[src/include/scp_pkg.sv]
// scp_pkg: constants, states and timing figures of the serial control port
// assumes a 250 MHz core clock and a 14.318 MHz reference clock figure
package scp_pkg;

    // ****************************************
    // timing
    // ****************************************
    localparam int CLK_PERIOD_PS = 4000;
    localparam int REF_PERIOD_PS = 69840;
    localparam int REF_CYCLES    = 6;
    localparam int GATE_DELAY_NS = 20;
    localparam int PS_PER_NS     = 1000;
    localparam int SDA_DELAY_PS  = REF_CYCLES * REF_PERIOD_PS + GATE_DELAY_NS * PS_PER_NS;
    localparam int DLY_W         = 8;
    localparam logic [DLY_W-1:0] SDA_DELAY_CYC =
        DLY_W'((SDA_DELAY_PS + CLK_PERIOD_PS - 1) / CLK_PERIOD_PS);
    localparam logic [DLY_W-1:0] DLY_LAST = 8'h01;
    localparam logic [DLY_W-1:0] DLY_IDLE = 8'h00;

    // ****************************************
    // transfer layout
    // ****************************************
    localparam logic [6:0] DEF_DEV_ADDR = 7'h10;
    localparam logic [7:0] IDX_ADDR     = 8'h00;
    localparam logic [7:0] IDX_CMD      = 8'h01;
    localparam logic [7:0] IDX_COUNT    = 8'h02;
    localparam logic [7:0] IDX_DATA0    = 8'h03;
    localparam logic [7:0] IDX_MAX      = 8'hff;
    localparam logic [3:0] BITS_BYTE    = 4'h8;
    localparam logic [3:0] BIT_FIRST    = 4'h1;
    localparam logic [7:0] PAD_BYTE     = 8'h00;
    localparam int         DEF_RD_COUNT = 7;
    localparam int         DEF_FIFO_D   = 4;

    // ****************************************
    // clock groups
    // ****************************************
    localparam int NUM_CH  = 2;
    localparam int CH_PCI  = 0;
    localparam int CH_LINK = 1;

    // ****************************************
    // states
    // ****************************************
    typedef enum logic [4:0] {
        ST_IDLE = 5'h01,
        ST_RX   = 5'h02,
        ST_ACK  = 5'h04,
        ST_TX   = 5'h08,
        ST_RACK = 5'h10
    } scp_state_t;

endpackage

[src/scp_fifo.sv]
// scp_fifo: flop-based first-in first-out buffer with valid/ready both sides
// assumes both sides on clock_in; depth of at least two
`timescale 1ns/1ns
module scp_fifo #(
    parameter int W = 8,
    parameter int D = 4
) (
    input  wire logic         clock_in,
    input  wire logic         rst_n_in,
    input  wire logic [W-1:0] in_data_in,
    input  wire logic         in_valid_in,
    output logic              in_ready_out,
    output logic [W-1:0]      out_data_out,
    output logic              out_valid_out,
    input  wire logic         out_ready_in
);
    localparam int AW = $clog2(D);
    localparam logic [AW-1:0] LAST = AW'(D - 1);
    localparam logic [AW:0]   FULL = (AW + 1)'(D);

    typedef struct packed {
        logic [D-1:0][W-1:0] mem;
        logic [AW-1:0]       wp;
        logic [AW-1:0]       rp;
        logic [AW:0]         cnt;
    } scp_fifo_state_t;

    scp_fifo_state_t s;
    scp_fifo_state_t next_s;
    logic            push;
    logic            pop;

    // ****************************************
    // pointers and count
    // ****************************************
    always_comb begin
        next_s = s;
        push = in_valid_in && (s.cnt != FULL);
        pop = (s.cnt != '0) && out_ready_in;
        if (push) begin
            next_s.mem[s.wp] = in_data_in;
            next_s.wp = (s.wp == LAST) ? '0 : AW'(s.wp + 1'b1);
        end
        if (pop) begin
            next_s.rp = (s.rp == LAST) ? '0 : AW'(s.rp + 1'b1);
        end
        next_s.cnt = (AW + 1)'(s.cnt + push - pop);
    end

    always_ff @(posedge clock_in) begin
        if (!rst_n_in) begin
            s <= '0;
        end else begin
            s <= next_s;
        end
    end

    assign in_ready_out  = (s.cnt != FULL);
    assign out_valid_out = (s.cnt != '0);
    assign out_data_out  = s.mem[s.rp];
endmodule

[src/scp_control_port.sv]
// scp_control_port: serial control port slave and clock group halt gating
// assumes host drives serial clock; pins are open drain and resolved outside
// Functional notes
// - data line changes lag each falling serial clock by six reference cycles plus 20 ns
// - repeated start is taken like a fresh start and the new transfer proceeds
// - serial clock is never held low; host must not expect stretching
// - bytes run address, ignored command, count, then data bytes from zero
// - halt changes gate clock outputs only at pulse boundaries, keeping duty cycle
// - after halt setup no pulse is sent; after release setup a pulse is sent
`timescale 1ns/1ns
module scp_control_port #(
    parameter logic [6:0] DEV_ADDR = scp_pkg::DEF_DEV_ADDR,
    parameter int         RD_COUNT = scp_pkg::DEF_RD_COUNT,
    parameter int         FIFO_D   = scp_pkg::DEF_FIFO_D
) (
    input  wire logic                     clock_in,
    input  wire logic                     rst_n_in,
    input  wire logic                     serial_clock_line_in,
    input  wire logic                     serial_data_line_in,
    output logic                          serial_data_line_out,
    output logic                          serial_data_line_en_n_out,
    input  wire logic                     pci_clock_src_in,
    input  wire logic                     link_clock_src_in,
    input  wire logic                     pci_clock_halt_n_in,
    input  wire logic                     link_clock_halt_n_in,
    output logic                          pci_clock_output_out,
    output logic                          link_clock_output_out,
    output logic [7:0]                    wr_data_out,
    output logic                          wr_valid_out,
    input  wire logic                     wr_ready_in,
    input  wire logic [RD_COUNT-1:0][7:0] rd_bytes_in
);
    localparam int NCH = scp_pkg::NUM_CH;
    localparam logic [7:0] RD_CNT_B = 8'(RD_COUNT);
    localparam int SDA_DLY  = int'(scp_pkg::SDA_DELAY_CYC);
    localparam int SDA_PAST = SDA_DLY + 1;

    typedef struct packed {
        logic                    scl_m;
        logic                    scl_s;
        logic                    scl_p;
        logic                    sda_m;
        logic                    sda_s;
        logic                    sda_p;
        logic [NCH-1:0]          src_m;
        logic [NCH-1:0]          src_s;
        logic [NCH-1:0]          halt_m;
        logic [NCH-1:0]          halt_s;
        logic [NCH-1:0]          gate_en;
        logic [NCH-1:0]          gate_out;
        scp_pkg::scp_state_t     state;
        logic [3:0]              bit_cnt;
        logic [7:0]              byte_idx;
        logic [7:0]              shift;
        logic [7:0]              tx_shift;
        logic [7:0]              tx_idx;
        logic                    rw;
        logic                    ack_seen;
        logic                    pend_val;
        logic [scp_pkg::DLY_W-1:0] dly_cnt;
        logic                    sda_drive;
    } scp_state_s_t;

    scp_state_s_t s;
    scp_state_s_t next_s;
    logic         scl_rise;
    logic         scl_fall;
    logic         start_cond;
    logic         stop_cond;
    logic         push;
    logic         fifo_ready;
    logic         ack_ok;
    logic [7:0]   rd_byte;

    // ****************************************
    // bus conditions
    // ****************************************
    assign scl_rise   = s.scl_s && !s.scl_p;
    assign scl_fall   = !s.scl_s && s.scl_p;
    assign start_cond = s.scl_s && s.scl_p && s.sda_p && !s.sda_s;
    assign stop_cond  = s.scl_s && s.scl_p && !s.sda_p && s.sda_s;

    always_comb begin
        rd_byte = scp_pkg::PAD_BYTE;
        if (32'(s.tx_idx) < RD_COUNT) begin
            rd_byte = rd_bytes_in[s.tx_idx];
        end
    end

    // ****************************************
    // next state
    // ****************************************
    always_comb begin
        next_s = s;
        push = 1'b0;
        ack_ok = 1'b0;
        next_s.scl_m = serial_clock_line_in;
        next_s.scl_s = s.scl_m;
        next_s.scl_p = s.scl_s;
        next_s.sda_m = serial_data_line_in;
        next_s.sda_s = s.sda_m;
        next_s.sda_p = s.sda_s;
        next_s.src_m = {link_clock_src_in, pci_clock_src_in};
        next_s.src_s = s.src_m;
        next_s.halt_m = {link_clock_halt_n_in, pci_clock_halt_n_in};
        next_s.halt_s = s.halt_m;
        for (int ch = 0; ch < NCH; ch++) begin
            if (!s.src_s[ch]) begin
                next_s.gate_en[ch] = s.halt_s[ch];
            end
            next_s.gate_out[ch] = s.src_s[ch] && s.gate_en[ch];
        end
        if (s.dly_cnt != scp_pkg::DLY_IDLE) begin
            next_s.dly_cnt = scp_pkg::DLY_W'(s.dly_cnt - 1'b1);
            if (s.dly_cnt == scp_pkg::DLY_LAST) begin
                next_s.sda_drive = s.pend_val;
            end
        end
        if (scl_fall) begin
            next_s.dly_cnt = scp_pkg::SDA_DELAY_CYC;
        end
        if (start_cond) begin
            next_s.state = scp_pkg::ST_RX;
            next_s.bit_cnt = '0;
            next_s.byte_idx = scp_pkg::IDX_ADDR;
        end else if (stop_cond) begin
            next_s.state = scp_pkg::ST_IDLE;
        end else begin
            unique case (s.state)
                scp_pkg::ST_IDLE: begin
                    next_s.pend_val = 1'b0;
                end
                scp_pkg::ST_RX: begin
                    if (scl_rise) begin
                        next_s.shift = {s.shift[6:0], s.sda_s};
                        next_s.bit_cnt = 4'(s.bit_cnt + 1'b1);
                    end
                    if (scl_fall && s.bit_cnt == scp_pkg::BITS_BYTE) begin
                        next_s.bit_cnt = '0;
                        if (s.byte_idx == scp_pkg::IDX_ADDR) begin
                            ack_ok = (s.shift[7:1] == DEV_ADDR);
                            next_s.rw = s.shift[0];
                        end else if (s.byte_idx >= scp_pkg::IDX_DATA0) begin
                            ack_ok = fifo_ready;
                            push = fifo_ready;
                        end else begin
                            ack_ok = 1'b1;
                        end
                        next_s.pend_val = ack_ok;
                        next_s.state = ack_ok ? scp_pkg::ST_ACK : scp_pkg::ST_IDLE;
                    end
                end
                scp_pkg::ST_ACK: begin
                    if (scl_fall) begin
                        if (s.byte_idx != scp_pkg::IDX_MAX) begin
                            next_s.byte_idx = 8'(s.byte_idx + 1'b1);
                        end
                        if (s.rw && s.byte_idx == scp_pkg::IDX_ADDR) begin
                            next_s.state = scp_pkg::ST_TX;
                            next_s.tx_shift = RD_CNT_B;
                            next_s.tx_idx = '0;
                            next_s.bit_cnt = scp_pkg::BIT_FIRST;
                            next_s.pend_val = !RD_CNT_B[7];
                        end else begin
                            next_s.state = scp_pkg::ST_RX;
                            next_s.pend_val = 1'b0;
                        end
                    end
                end
                scp_pkg::ST_TX: begin
                    if (scl_fall) begin
                        if (s.bit_cnt == scp_pkg::BITS_BYTE) begin
                            next_s.state = scp_pkg::ST_RACK;
                            next_s.pend_val = 1'b0;
                        end else begin
                            next_s.tx_shift = {s.tx_shift[6:0], 1'b0};
                            next_s.pend_val = !s.tx_shift[6];
                            next_s.bit_cnt = 4'(s.bit_cnt + 1'b1);
                        end
                    end
                end
                scp_pkg::ST_RACK: begin
                    if (scl_rise) begin
                        next_s.ack_seen = !s.sda_s;
                    end
                    if (scl_fall) begin
                        if (s.ack_seen) begin
                            next_s.state = scp_pkg::ST_TX;
                            next_s.tx_shift = rd_byte;
                            next_s.tx_idx = 8'(s.tx_idx + 1'b1);
                            next_s.bit_cnt = scp_pkg::BIT_FIRST;
                            next_s.pend_val = !rd_byte[7];
                        end else begin
                            next_s.state = scp_pkg::ST_IDLE;
                        end
                    end
                end
            endcase
        end
    end

    always_ff @(posedge clock_in) begin
        if (!rst_n_in) begin
            s <= '0;
            s.state <= scp_pkg::ST_IDLE;
            s.gate_en <= '1;
            s.scl_m <= 1'b1;
            s.scl_s <= 1'b1;
            s.scl_p <= 1'b1;
            s.sda_m <= 1'b1;
            s.sda_s <= 1'b1;
            s.sda_p <= 1'b1;
            s.halt_m <= '1;
            s.halt_s <= '1;
        end else begin
            s <= next_s;
        end
    end

    // ****************************************
    // write data buffer
    // ****************************************
    scp_fifo #(
        .W (8),
        .D (FIFO_D)
    ) u_fifo (
        .clock_in      (clock_in),
        .rst_n_in      (rst_n_in),
        .in_data_in    (s.shift),
        .in_valid_in   (push),
        .in_ready_out  (fifo_ready),
        .out_data_out  (wr_data_out),
        .out_valid_out (wr_valid_out),
        .out_ready_in  (wr_ready_in)
    );

    // ****************************************
    // outputs
    // ****************************************
    assign serial_data_line_out      = 1'b0;
    assign serial_data_line_en_n_out = !s.sda_drive;
    assign pci_clock_output_out      = s.gate_out[scp_pkg::CH_PCI];
    assign link_clock_output_out     = s.gate_out[scp_pkg::CH_LINK];
endmodule

[config.mk]
export PLATFORM = sky130hd
export DESIGN_NAME = scp_control_port
export DESIGN_NICKNAME = d
export VERILOG_FILES = /design/src/include/scp_pkg.sv /design/src/scp_fifo.sv /design/src/scp_control_port.sv
export SDC_FILE = /design/constraint.sdc
export NUM_CORES = 1
export LEC_CHECK = 0
export BUFFER_PORTS_ARGS = -buffer_cell sky130_fd_sc_hd__buf_2
export CORE_ASPECT_RATIO = 0.6
export CORE_MARGIN = 10
export CORE_UTILIZATION = 55
export CTS_CLUSTER_SIZE = 24
export DETAILED_ROUTE_END_ITERATION = 6
export PLACE_DENSITY_LB_ADDON = 0.15
export RECOVER_POWER = 25
export SLEW_MARGIN = 0
export SYNTH_ARGS = -nofsm -noshare
export SYNTH_HDL_FRONTEND = slang
export SYNTH_SLANG_ARGS = --single-unit
[constraint.sdc]
create_clock -name clock_in -period 2.8 [get_ports clock_in]
set_clock_uncertainty 0.2 [all_clocks]
set_input_delay 0.56 -clock clock_in [delete_from_list [all_inputs] [get_ports clock_in]]
set_output_delay 0.56 -clock clock_in [all_outputs]
set_load 0.005 [all_outputs]
**Word level (Yosys, flattened, before mapping)**

Index checks and enable logic that the tools add are counted.

- Bits in registers: 110
- Latch bits: 0
- Bits in writable memories: 0
- Memory bits (read-only): 0
- Input bits: 65
- Output and inout bits: 13
- Logic and storage cells: 185
- Memories: 0

- $add $sub $neg: 8
- Multiply operators: 0
- Div/mod/pow operators: 0
- Magnitude comparators: 6
- Equality and inequality tests: 26
- Shift operators: 0
- Muxes and demuxes: 66
- Bitwise operators: 3
- Reduce and logical (&&, ||, !) cells: 43

Operators by type and width:

| kind | count |
|---|---|
| $mux W8 | 11 |
| $mux W16 | 4 |
| $mux W39 | 1 |
| $pmux W9 S4 | 1 |
| $bwmux W32 | 1 |
| $mux W9 | 3 |
| $mux W1 | 25 |
| $bmux W8 S3 | 1 |
| $mux W4 | 6 |
| $pmux W8 S3 | 1 |
| $ne A4 B4 Y1 const B | 5 |
| $reduce_and A9 Y1 | 2 |
| $mux W17 | 1 |
| $add A8 B1 Y8 const B | 2 |
| $bmux W8 S2 | 1 |
| $demux W8 S2 | 1 |
| $ne A2 B2 Y1 const B | 8 |
| $pmux W8 S2 | 1 |
| $logic_and A1 B1 Y1 | 14 |
| $mux W14 | 1 |
| $reduce_and A7 Y1 | 2 |
| $reduce_and A4 Y1 | 3 |
| $reduce_and A6 Y1 | 2 |
| $eq A8 B1 Y1 const B | 1 |
| 37 further kinds | 54 |

**Logic depth before layout (Yosys ltp)**

Gate-level depths: netlist of the first run.

- Word-level depth: 12
- Gate-level depth with buffers: 12
- Depth with buffers taken out: 12

**By module**

A second synthesis of the first run with hierarchy kept.

- Cell total of the unflattened synthesis: 579
- Area, all modules: 5561.6 µm²

By module, submodules not included:

| module | instances | cells an instance | area each (µm²) | seq. area each (µm²) |
|---|---|---|---|---|
| scp_control_port | 1 | 406 | 3736.1 | 1401.3 |
| scp_fifo | 1 | 173 | 1825.5 | 780.7 |

**Worst setup path before layout of the first run**

OpenSTA, ideal clock, no wires.

- Path kind: register -> register
- Start point: register s (netlist bit next_s[68])
- End point: register u_fifo.s[2] (netlist bit)
- Library setup time: 128 ps
- Data arrival time: 2181 ps
- Data required time: 2472 ps
- Slack: 291 ps
- Stages on the path, launching flop included: 12
- Path buffers: 1
- Clock period less this slack: 2509 ps
- Path through: dfxtp_1 > nand2b_1 > clkbuf_1 > nor2_1 > nand2_1 > nor3_1 > ha_1 > inv_1 > fa_1 > xor2_1 > xnor2_1 > nor2_1

- Word-level cells in the longest chain between the ends: 10
- Elaborated cells between the ends (all ways): 15
- Classes of those cells: add/sub: 2; mux: 4; reduce/logical: 9

RTL lines:

| what | RTL line | text |
|---|---|---|
| start: declaration | scp_control_port.sv:64 | `scp_state_s_t s;` |
| start signal: assignment | scp_control_port.sv:216 | `s <= next_s;` |
| $logic_not A1 Y1 | scp_control_port.sv:79 | `assign scl_fall = !s.scl_s && s.scl_p;` |
| $logic_and A1 B1 Y1 | scp_control_port.sv:79 |  |
| $logic_and A1 B1 Y1 | scp_control_port.sv:138 | `if (scl_fall && s.bit_cnt == scp_pkg::BITS_BYTE) begin` |
| $mux W1 | scp_control_port.sv:138 |  |
| $mux W1 | scp_control_port.sv:129 | `unique case (s.state)` |
| $mux W1 | scp_control_port.sv:126 | `end else if (stop_cond) begin` |
| $mux W1 (*) | scp_control_port.sv:122 | `if (start_cond) begin` |
| $logic_and A1 B1 Y1 (*) | scp_fifo.sv:38 | `push = in_valid_in && (s.cnt != FULL);` |
| net u_fifo.push | scp_fifo.sv:30 | `logic push;` |
| $add A3 B1 Y3 (*) | scp_fifo.sv:47 | `next_s.cnt = (AW + 1)'(s.cnt + push - pop);` |
| $sub A3 B1 Y3 (*) | scp_fifo.sv:47 |  |
| end signal: assignment | scp_fifo.sv:54 | `s <= next_s;` |
| end: declaration | scp_fifo.sv:28 | `scp_fifo_state_t s;` |

Mark *: on every way through the listed nets, which the timed path passes. The rest lies on a longest branch.
A chain may end at the register's enable or synchronous reset.

**Final worst setup path of the first run**

- Start point: register s[50] (netlist bit)
- End point: register s[17] (netlist bit)

- Word-level cells in the longest chain between the ends: 3
- Elaborated cells between the ends (all ways): 9
- Classes of those cells: eq/ne: 6; mux: 1; reduce/logical: 2

RTL lines:

| what | RTL line |
|---|---|
| $eq A5 B3 Y1 / $eq A5 B5 Y1 (equally long branches) | scp_control_port.sv:129 |
| $ne A2 B2 Y1 (no source line) / $reduce_bool A2 Y1 (equally long branches) | - |
| $reduce_and A7 Y1 (no source line) | - |

Parallel ways exist; a longest one is shown, timed or not.

==> key figures, run 1 <==
Status
  – Status: finished clean

Synth
  – Share of flip-flops with an asynchronous set or reset: 0
  – Mean post-synth cell area: ~8.8 µm²
  – Syn nets: 691
  – Synth Flop Type: dfxtp_1
  – Sequential share of the synthesized area: 0.4076
  – Synth Instances: 611
  – Top cells by area, synth: dfxtp_1 (41%), a21oi_1 (7.0%), mux4_2 (6.7%)
  – Post-synth cell types: 62
  – FF+latch count, synth: about 110
  – Post-Syn Area: 5354 µm²
  – Area share of the largest cell type after synthesis: 0.4076
  – Yosys warns: 0
  – Synth area leader: dfxtp_1
  – Number of flops mapped to enable cells by yosys: 0

Setup path
  – Critical-path top delay cell: or4_1
  – R2R Path Start: s[50]
  – CP max FO: 13
  – Worst r2r dst: s[17]
  – CP Launch Point: s[50]
  – Worst Setup EP: s[17]
  – Max stage delay on crit path: 0.55 ns
  – Crit. path cell count: 6
  – CP Buf/Inv Count: 0
  – Crit path DAT: 2.61 ns
  – R2r setup slk: roughly 0.27 ns
  – Required @ worst endpoint: 2.88 ns
  – Setup crit end kind: flop
  – Path depth of the worst reg2reg path: 6
  – Cells along the critical path: nor2b_1 > nand3_1 > o2bb2ai_2 > nand4_4 > or4_1 > a21oi_1
  – Startpoint Class: flop
  – Setup CP Type: flop to flop
  – Top delay family on crit path: simple AND/OR/NAND/NOR gates

Timing
  – Max Slew Vio Count: 0
  – Slew margin rel.: 0.4677
  – Post-layout min period: around 2.5 ns
  – Worst-Margin Slew: 0.7985 ns
  – Final Setup Violations: 0
  – Worst hold margin: around 0.19 ns
  – Hold Violations, Final: 0
  – Fmax: 395.1 MHz
  – Final worst-path cycle share: 0.9039
  – Setup TNS Final: 0 ns
  – Unrepaired setup endpoints after global routing: no

Cells and area
  – Fin cells: 820
  – Layout fillers: 763
  – Layout cells sized above 1: 0.1957
  – Syn-to-layout area delta: 16.06%
  – Most frequent cells in the layout: dfxtp_1 (109), a21oi_1 (75), buf_2 (72)
  – Commonest non-fill, non-tap cell in the layout: dfxtp_1
  – ANT cells: 0
  – Final #Nets: 765

Placement
  – RePlAce Congestion: 0.8751
  – Buffers added on ports: 76
  – Detailed Place HPWL: 10540 µm
  – Placed cells: 804

Clock tree
  – Clock latency on the worst-skew pair: 0.35 ns
  – Clock Pin Slew Worst Setup and Hold Paths: roughly 0.070 ns
  – Clk buf depth: 2
  – CTS tree: done
  – CTS HTree Levels: 3
  – Cts hold-fix bufs: 0
  – Root Buffer Master: clkbuf_16
  – # clock sinks: around 110
  – CTS Buf Count: 9

Pwr
  – Leakage: 2.303 nW
  – Cell Pwr Density: between 500 and 600 nW/µm²
  – Max VDD drop: 350.8 µV

GRT
  – First-pass GRT wire length: ~23000 µm
  – GRT Total Usage: 0.1989
  – Total gr overflow: 0
  – Largest net degree at the start of global routing: 57
  – Vias in the first global route: between 4000 and 5000
  – Initial antenna violation count: 0

Die
  – Starting density of the core: 0.5742
  – Placeable Area: just over 9000 µm²
  – Die width: 147.4 µm
  – I/O Pins: 78
  – FP Rows: 27
  – Die area: roughly 14000 µm²
  – Die Y: between 90 and 100 µm

Routing
  – Via-per-instance ratio: 5.866
  – Via count: 4810
  – DRC Markers: 0
  – Wire per inst: 17.15 µm
  – WL final: 14070 µm
  – DR pass1 iterations: 5
  – ANT nets after route: 0
  – DR iter-0 viols: 425

Hold path
  – HP Class: input port to flop

Job
  – Max-cap violations: 0
[power breakdown]
group | total, mW | internal, mW | switching [mW]
registers | 1.74 | 1.64 | 0.0981
clock network | 1.25 | 0.664 | 0.589
logic | 0.652 | 0.308 | 0.344
total | 3.64 | 2.61 | 1.03
[cell usage after synthesis (3+ instances only)]
library cell / count
a31oi_1: 4
nor3_1: 7
nand4_1: 7
ha_1: 14
nor2_1: 58
mux4_2: 16
inv_1: 18
nor4_1: 3
and3_1: 8
nor2b_1: 5
and2_1: 6
o21ai_0: 19
or3_1: 10
nand2b_1: 16
clkbuf_1: 21
dfxtp_1: 109
a21oi_1: 75
xnor2_1: 5
o22ai_1: 4
mux2i_1: 26
nand3_1: 44
a211oi_1: 8
nand4b_1: 3
buf_2: 7
nand2_1: 69
xor2_1: 6
[worst register-to-register path, delay by kind of cell (launching register included)]
kind	cells	cell delay, ns
compound gates	2	0.39
simple gates	4	1.35
flops	1	0.53
[worst min-delay path by stage]
stage	slack, ns	startpoint	endpoint	cells after the start
detailed placement	0.20	next_s[58]	s[58]	1
global placement	0.19	next_s[66]	next_s[65]	1
CTS	0.18	serial_data_line_in	next_s[66]	2
finish	0.19	link_clock_halt_n_in	next_s[58]	2
global route	0.19	link_clock_halt_n_in	next_s[58]	2
floorplan	0.19	next_s[66]	next_s[65]	1
[through the flow]
stage	utilization	setup WS, ns	power [mW]	area, µm²
after floorplan	-	0.2911	2.230	5354
final	0.6664	0.2689	3.642	6213
after CTS	0.6668	0.2181	3.663	6217
after global routing	0.6664	0.06103	3.829	6213
after detailed placement	0.6353	0.2190	2.423	5923
after global placement	0.6353	0.2649	2.385	5923
[flip-flops by register name, summed over array words and instances (netlist names)]
register	cells
link_clock_output_out	1
pci_clock_output_out	1
s	60
u_fifo.s	39
next_s	8
[timing repair]
action,CTS,global route
buffers inserted,0,0
endpoints found under the setup margin,0,1
gates resized for setup,0,1
[per-layer routing]
metal,GRT usage,vias to the layer above,routed length (µm)
li1,-,2327,-
met3,0.04362,12,1108
met5,0,-,0
met2,0.3027,199,6051
met4,0.05501,0,156
met1,0.2806,2272,6749
[cell families (layout without fill, tap and decap cells)]
group	Yosys count	count (layout)	synth area share
muxes	44	44	0.1201
and+or+nand+nor	250	250	0.2344
buffers and inverters	51	130	0.04043
DFF	109	109	0.4076
xor gates and xnor gates	11	11	0.01799
adders and majority gates	15	15	0.03646
AOI/OAI and AO/OA	130	130	0.1423
other	1	1	0.0007004
[area by class of cell]
| cell class | instances | area (µm²) | share of cell area |
|---|---|---|---|
| inverter | 18 | 67.56 | 0.01087 |
| clock inverter | 5 | 41.29 | 0.006645 |
| sequential | 109 | 2182 | 0.3512 |
| timing repair buffer | 96 | 546.8 | 0.08800 |
| clock buffer | 11 | 252.7 | 0.04068 |
| multi-input combinational | 451 | 2960 | 0.4764 |
| tap | 130 | 162.7 | 0.02618 |
(Power assumes the default switching activity.)
==> inputs of run 2 (changes only) <==
--- a/config.mk
+++ b/config.mk
@@ -8,7 +8,7 @@
 export BUFFER_PORTS_ARGS = -buffer_cell sky130_fd_sc_hd__buf_2
 export CORE_ASPECT_RATIO = 0.6
 export CORE_MARGIN = 10
-export CORE_UTILIZATION = 55
+export CORE_UTILIZATION = 57
 export CTS_CLUSTER_SIZE = 24
 export DETAILED_ROUTE_END_ITERATION = 6
 export PLACE_DENSITY_LB_ADDON = 0.15
==> run 2 against run 1 <==
Clock power about the same. Cell area decreased by 0.95%. Highest routed layer unchanged. First-iteration DRC count grew 7.5%. Clock-buffer cell count decreased by 2. Critical path depth grew 6. Register-to-register slack got worse by 0.07 ns. Die area is 2.9% lower. Largest cell class unchanged.
==> key figures, run 2 (synthesized netlist as in run 1, its figures left out) <==
Setup path
  – CP Launch Point: s[44]
  – R2R Path Start: s[44]
  – Setup CP Type: flop to flop
  – Worst r2r dst: u_fifo.s[2]
  – R2r setup slk: 0.20 ns
  – Worst Setup EP: u_fifo.s[2]
  – Setup crit end kind: flop
  – CP max FO: 4
  – Path depth of the worst reg2reg path: 12
  – Startpoint Class: flop
  – Required @ worst endpoint: 2.83 ns
  – Crit path DAT: 2.63 ns

Routing
  – DR pass1 iterations: 5
  – Via count: 4839
  – DR top layer: met4
  – Via-per-instance ratio: between 5 and 6
  – DRC Markers: 0
  – Wire per inst: 17.07 µm
  – ANT nets after route: 0
  – Met3 wire len: 1124 µm
  – Wire length on met2: 6145 µm
  – WL final: 13930 µm
  – Metal1 wirelength: 6528 µm
  – DR iter-0 viols: 457

Cells and area
  – Layout cells sized above 1: 0.1910
  – ANT cells: 0
  – Top reg by flops: s
  – Layout fillers: 739
  – Fin cells: 816
  – Largest register FFs: 60
  – End-of-flow core utilization: 0.6723
  – Syn-to-layout area delta: 14.96%
  – Final #Nets: 761
  – Post-route cell area: slightly above 6000 µm²
  – Commonest non-fill, non-tap cell in the layout: dfxtp_1
  – Most frequent cells in the layout: dfxtp_1 (109), a21oi_1 (75), buf_2 (72)

Pwr
  – Leakage: ~2.3 nW
  – Final Power: 3.649 mW
  – Cell Pwr Density: 593.0 nW/µm²
  – Max VDD drop: 431.9 µV

Die
  – I/O Pins: 78
  – Die width: 145.1 µm
  – Starting density of the core: 0.5848
  – Die area: 13800 µm²
  – Die Y: around 95 µm
  – Placeable Area: 9155 µm²
  – FP Rows: 27

Clock tree
  – CTS HTree Levels: 3
  – Post-CTS setup repair buffer count: 0
  – Clock latency on the worst-skew pair: 0.36 ns
  – CTS tree: done
  – Clk buf depth: 2
  – # clock sinks: approximately 110
  – Root Buffer Master: clkbuf_16
  – Cts hold-fix bufs: 0
  – Clock Pin Slew Worst Setup and Hold Paths: 0.07 ns
  – CTS Buf Count: 9
  – Post-cts sizing count: 0

Placement
  – RePlAce Congestion: 0.9326
  – Detailed Place HPWL: slightly above 10000 µm
  – Buffers added on ports: 76
  – Placed cells: 800
  – Pre-CTS setup slack: 0.1305 ns
  – DP Area: between 5000 and 6000 µm²

Timing
  – Hold Violations, Final: 0
  – Final WS setup: 0.1970 ns
  – Worst-Margin Slew: 0.8890 ns
  – Post-layout min period: roughly 2.6 ns
  – Final worst-path cycle share: 0.9297
  – Slew margin rel.: 0.4073
  – Setup TNS Final: 0 ns
  – Worst hold margin: 0.1780 ns
  – Final Setup Violations: 0
  – Unrepaired setup endpoints after global routing: no
  – Max Slew Vio Count: 0
  – Fmax: 384.2 MHz

GRT
  – GRT Total Usage: 0.2017
  – Total gr overflow: 0
  – First-pass GRT wire length: 23000 µm
  – Initial antenna violation count: 0
  – Largest net degree at the start of global routing: 57
  – Vias in the first global route: 4603

Job
  – Max-cap violations: 0

Status
  – Status: finished clean

Hold path
  – HP Class: input port to flop
run 2: per-layer routing:
metal,track usage,vias up
li1,-,2320
met1,0.2782,2286
met2,0.3033,215
met3,0.06430,18
met4,0.04690,0
met5,0,-
run 2: worst min path at each step:
stage                                     from    endpoint  slack [ns]  cells after the start
final                      pci_clock_halt_n_in  next_s[57]        0.18                      2
after global placement              next_s[57]       s[57]        0.19                      1
after global routing      serial_clock_line_in  next_s[69]        0.18                      2
after CTS                  pci_clock_halt_n_in  next_s[57]        0.18                      2
after floorplan                     next_s[66]  next_s[65]        0.19                      1
after detailed placement            next_s[66]  next_s[65]        0.19                      1
run 2: critical path: stages, from the launching register on:
cell,delay (ns)
dfxtp_1,0.33
inv_1,0.09
ha_1,0.16
nand3b_1,0.19
nor2_1,0.19
nand2_1,0.10
nor3_2,0.26
ha_1,0.18
inv_1,0.05
fa_1,0.37
xor2_1,0.16
xnor2_1,0.13
nor2_1,0.05
run 2: cell type report:
class | instances | area, µm² | area share
clock buffers | 9 | 225.2 | 0.03659
clock inverters | 7 | 65.06 | 0.01057
inverters | 18 | 67.56 | 0.01098
multi-input cells | 451 | 2960 | 0.4810
flip-flops and latches | 109 | 2182 | 0.3545
well taps | 130 | 162.7 | 0.02643
repair buffers | 92 | 491.7 | 0.07989
run 2: where the power goes:
group	internal (mW)	switching, mW
logic	0.310	0.345
clock network	0.626	0.634
registers	1.64	0.0952
==> inputs of run 3 (changes only) <==
--- a/config.mk
+++ b/config.mk
@@ -6,11 +6,14 @@
 export NUM_CORES = 1
 export LEC_CHECK = 0
 export BUFFER_PORTS_ARGS = -buffer_cell sky130_fd_sc_hd__buf_2
+export CELL_PAD_IN_SITES_DETAIL_PLACEMENT = 0
+export CELL_PAD_IN_SITES_GLOBAL_PLACEMENT = 2
 export CORE_ASPECT_RATIO = 0.6
 export CORE_MARGIN = 10
-export CORE_UTILIZATION = 57
+export CORE_UTILIZATION = 35
 export CTS_CLUSTER_SIZE = 24
 export DETAILED_ROUTE_END_ITERATION = 6
+export MAX_ROUTING_LAYER = met4
 export PLACE_DENSITY_LB_ADDON = 0.15
 export RECOVER_POWER = 25
 export SLEW_MARGIN = 0
==> run 3 against run 2 <==
Fmax rose by 1.2%. Cell count rose by 8.7%. Hold slack improved by 0.021 ns.
==> key figures, run 3 (synthesized netlist as in run 1, its figures left out) <==
Timing
  – Post-layout min period: 2.571 ns
  – Final Setup Violations: 0
  – Fmax: slightly below 400 MHz
  – Slew margin rel.: 0.4925
  – Unrepaired setup endpoints after global routing: yes
  – Worst-Margin Slew: 0.7590 ns
  – Hold Violations, Final: 0
  – Final worst-path cycle share: 0.9184
  – Worst hold margin: 0.1987 ns
  – Max Slew Vio Count: 0

Pwr
  – Cell Pwr Density: 576.3 nW/µm²
  – Final Power: 3.610 mW
  – Leakage: 2.285 nW
  – Max VDD drop: 387.3 µV

Routing
  – Via-per-instance ratio: 5.262
  – DR iter-0 viols: 384
  – DR pass1 iterations: 5
  – DRC Markers: 0
  – Via count: between 4000 and 5000
  – Wire per inst: approximately 16 µm
  – WL final: 14400 µm
  – ANT nets after route: 0

Clock tree
  – Root Buffer Master: clkbuf_16
  – Clk buf depth: 2
  – CTS tree: done
  – Clock Pin Slew Worst Setup and Hold Paths: 0.07 ns
  – Post-cts sizing count: 0
  – # clock sinks: between 100 and 150
  – CTS Buf Count: 9
  – Clock latency on the worst-skew pair: 0.34 ns
  – Post-CTS setup repair buffer count: 0
  – CTS HTree Levels: 3
  – Cts hold-fix bufs: 0

Setup path
  – Required @ worst endpoint: 2.86 ns
  – R2r setup slk: 0.23 ns
  – Worst r2r dst: s[17]
  – CP Launch Point: s[38]
  – Path depth of the worst reg2reg path: 6
  – Setup crit end kind: flop
  – CP max FO: 10
  – R2R Path Start: s[38]
  – Startpoint Class: flop
  – Crit path DAT: 2.63 ns
  – Setup CP Type: flop to flop

Cells and area
  – Fin cells: ~890
  – Largest register FFs: 60
  – Post-route cell area: approximately 6300 µm²
  – Layout cells sized above 1: 0.1974
  – Top reg by flops: s
  – Most frequent cells in the layout: dfxtp_1 (109), a21oi_1 (75), buf_2 (73)
  – ANT cells: 0
  – Syn-to-layout area delta: 17.01%
  – Commonest non-fill, non-tap cell in the layout: dfxtp_1
  – Final #Nets: 764

GRT
  – GRT Total Usage: 0.1432
  – Largest net degree at the start of global routing: 57
  – Vias in the first global route: around 4500
  – Initial antenna violation count: 0
  – Total gr overflow: 0
  – First-pass GRT wire length: 24020 µm

Placement
  – DP Area: 5976 µm²
  – RePlAce Congestion: between 0.9 and 1
  – Buffers added on ports: 76
  – Placed cells: 871
  – Detailed Place HPWL: 10960 µm

Die
  – Die Y: around 120 µm
  – Starting density of the core: 0.3637
  – I/O Pins: 78
  – FP Rows: 34
  – Die area: 20810 µm²
  – Die width: 179.7 µm
  – Placeable Area: around 15000 µm²

Job
  – Max-cap violations: 0

Status
  – Status: finished clean

Hold path
  – Hold depth: 2
  – Hold path start: serial_clock_line_in
  – HP Class: input port to flop
  – Hold path endpoint: next_s[69]
run 3: cell count changes in the layout (fill, tap and decap cells not counted), sizes merged:
cell,delta
buf,+4
clkinvlp,+1
clkbuf,+1
inv,-3
run 3: critical path, cell delays in order, from the launching register on:
cell	delay, ns
dfxtp_1	0.37
nor4_2	0.49
nand4_1	0.29
o2bb2ai_2	0.24
nand4_4	0.19
or4_1	0.54
a21oi_1	0.18
run 3: through the flow:
stage,setup WS (ns),TNS [ns],utilization
floorplan,0.2911,0,-
global placement,0.1658,0,0.4060
detailed placement,0.1613,0,0.4060
CTS,0.1500,0,0.4255
global route,-0.01137,-0.01807,0.4256
finish,0.2286,0,0.4256
run 3: worst max-delay path by stage:
stage	endpoint	slack, ns	cells after the start
global placement	u_fifo.s[2]	0.17	11
finish	s[17]	0.23	6
floorplan	u_fifo.s[2]	0.29	11
detailed placement	u_fifo.s[2]	0.16	11
CTS	u_fifo.s[2]	0.15	12
global route	u_fifo.s[21]	-0.01	6
run 3: cell type report:
cell class,instances,area (µm²)
clock buffers,11,242.7
clock inverters,5,43.79
fillers,1480,8454
inverters,18,67.56
multi-input cells,451,2965
flip-flops and latches,109,2182
well taps,198,247.7
repair buffers,95,515.5
run 3: power by group:
part | leakage [nW] | switching, mW | internal, mW
clock network | 0.134 | 0.586 | 0.639
registers | 0.884 | 0.0905 | 1.64
logic | 1.27 | 0.340 | 0.315
run 3: per-layer routing:
metal | vias up | global-route usage | wire length (µm)
li1 | 2320 | - | -
met3 | 6 | 0.03456 | 860
met2 | 120 | 0.1941 | 5690
met5 | - | - | 0
met1 | 2221 | 0.2098 | 7783
met4 | 0 | 0.02304 | 61
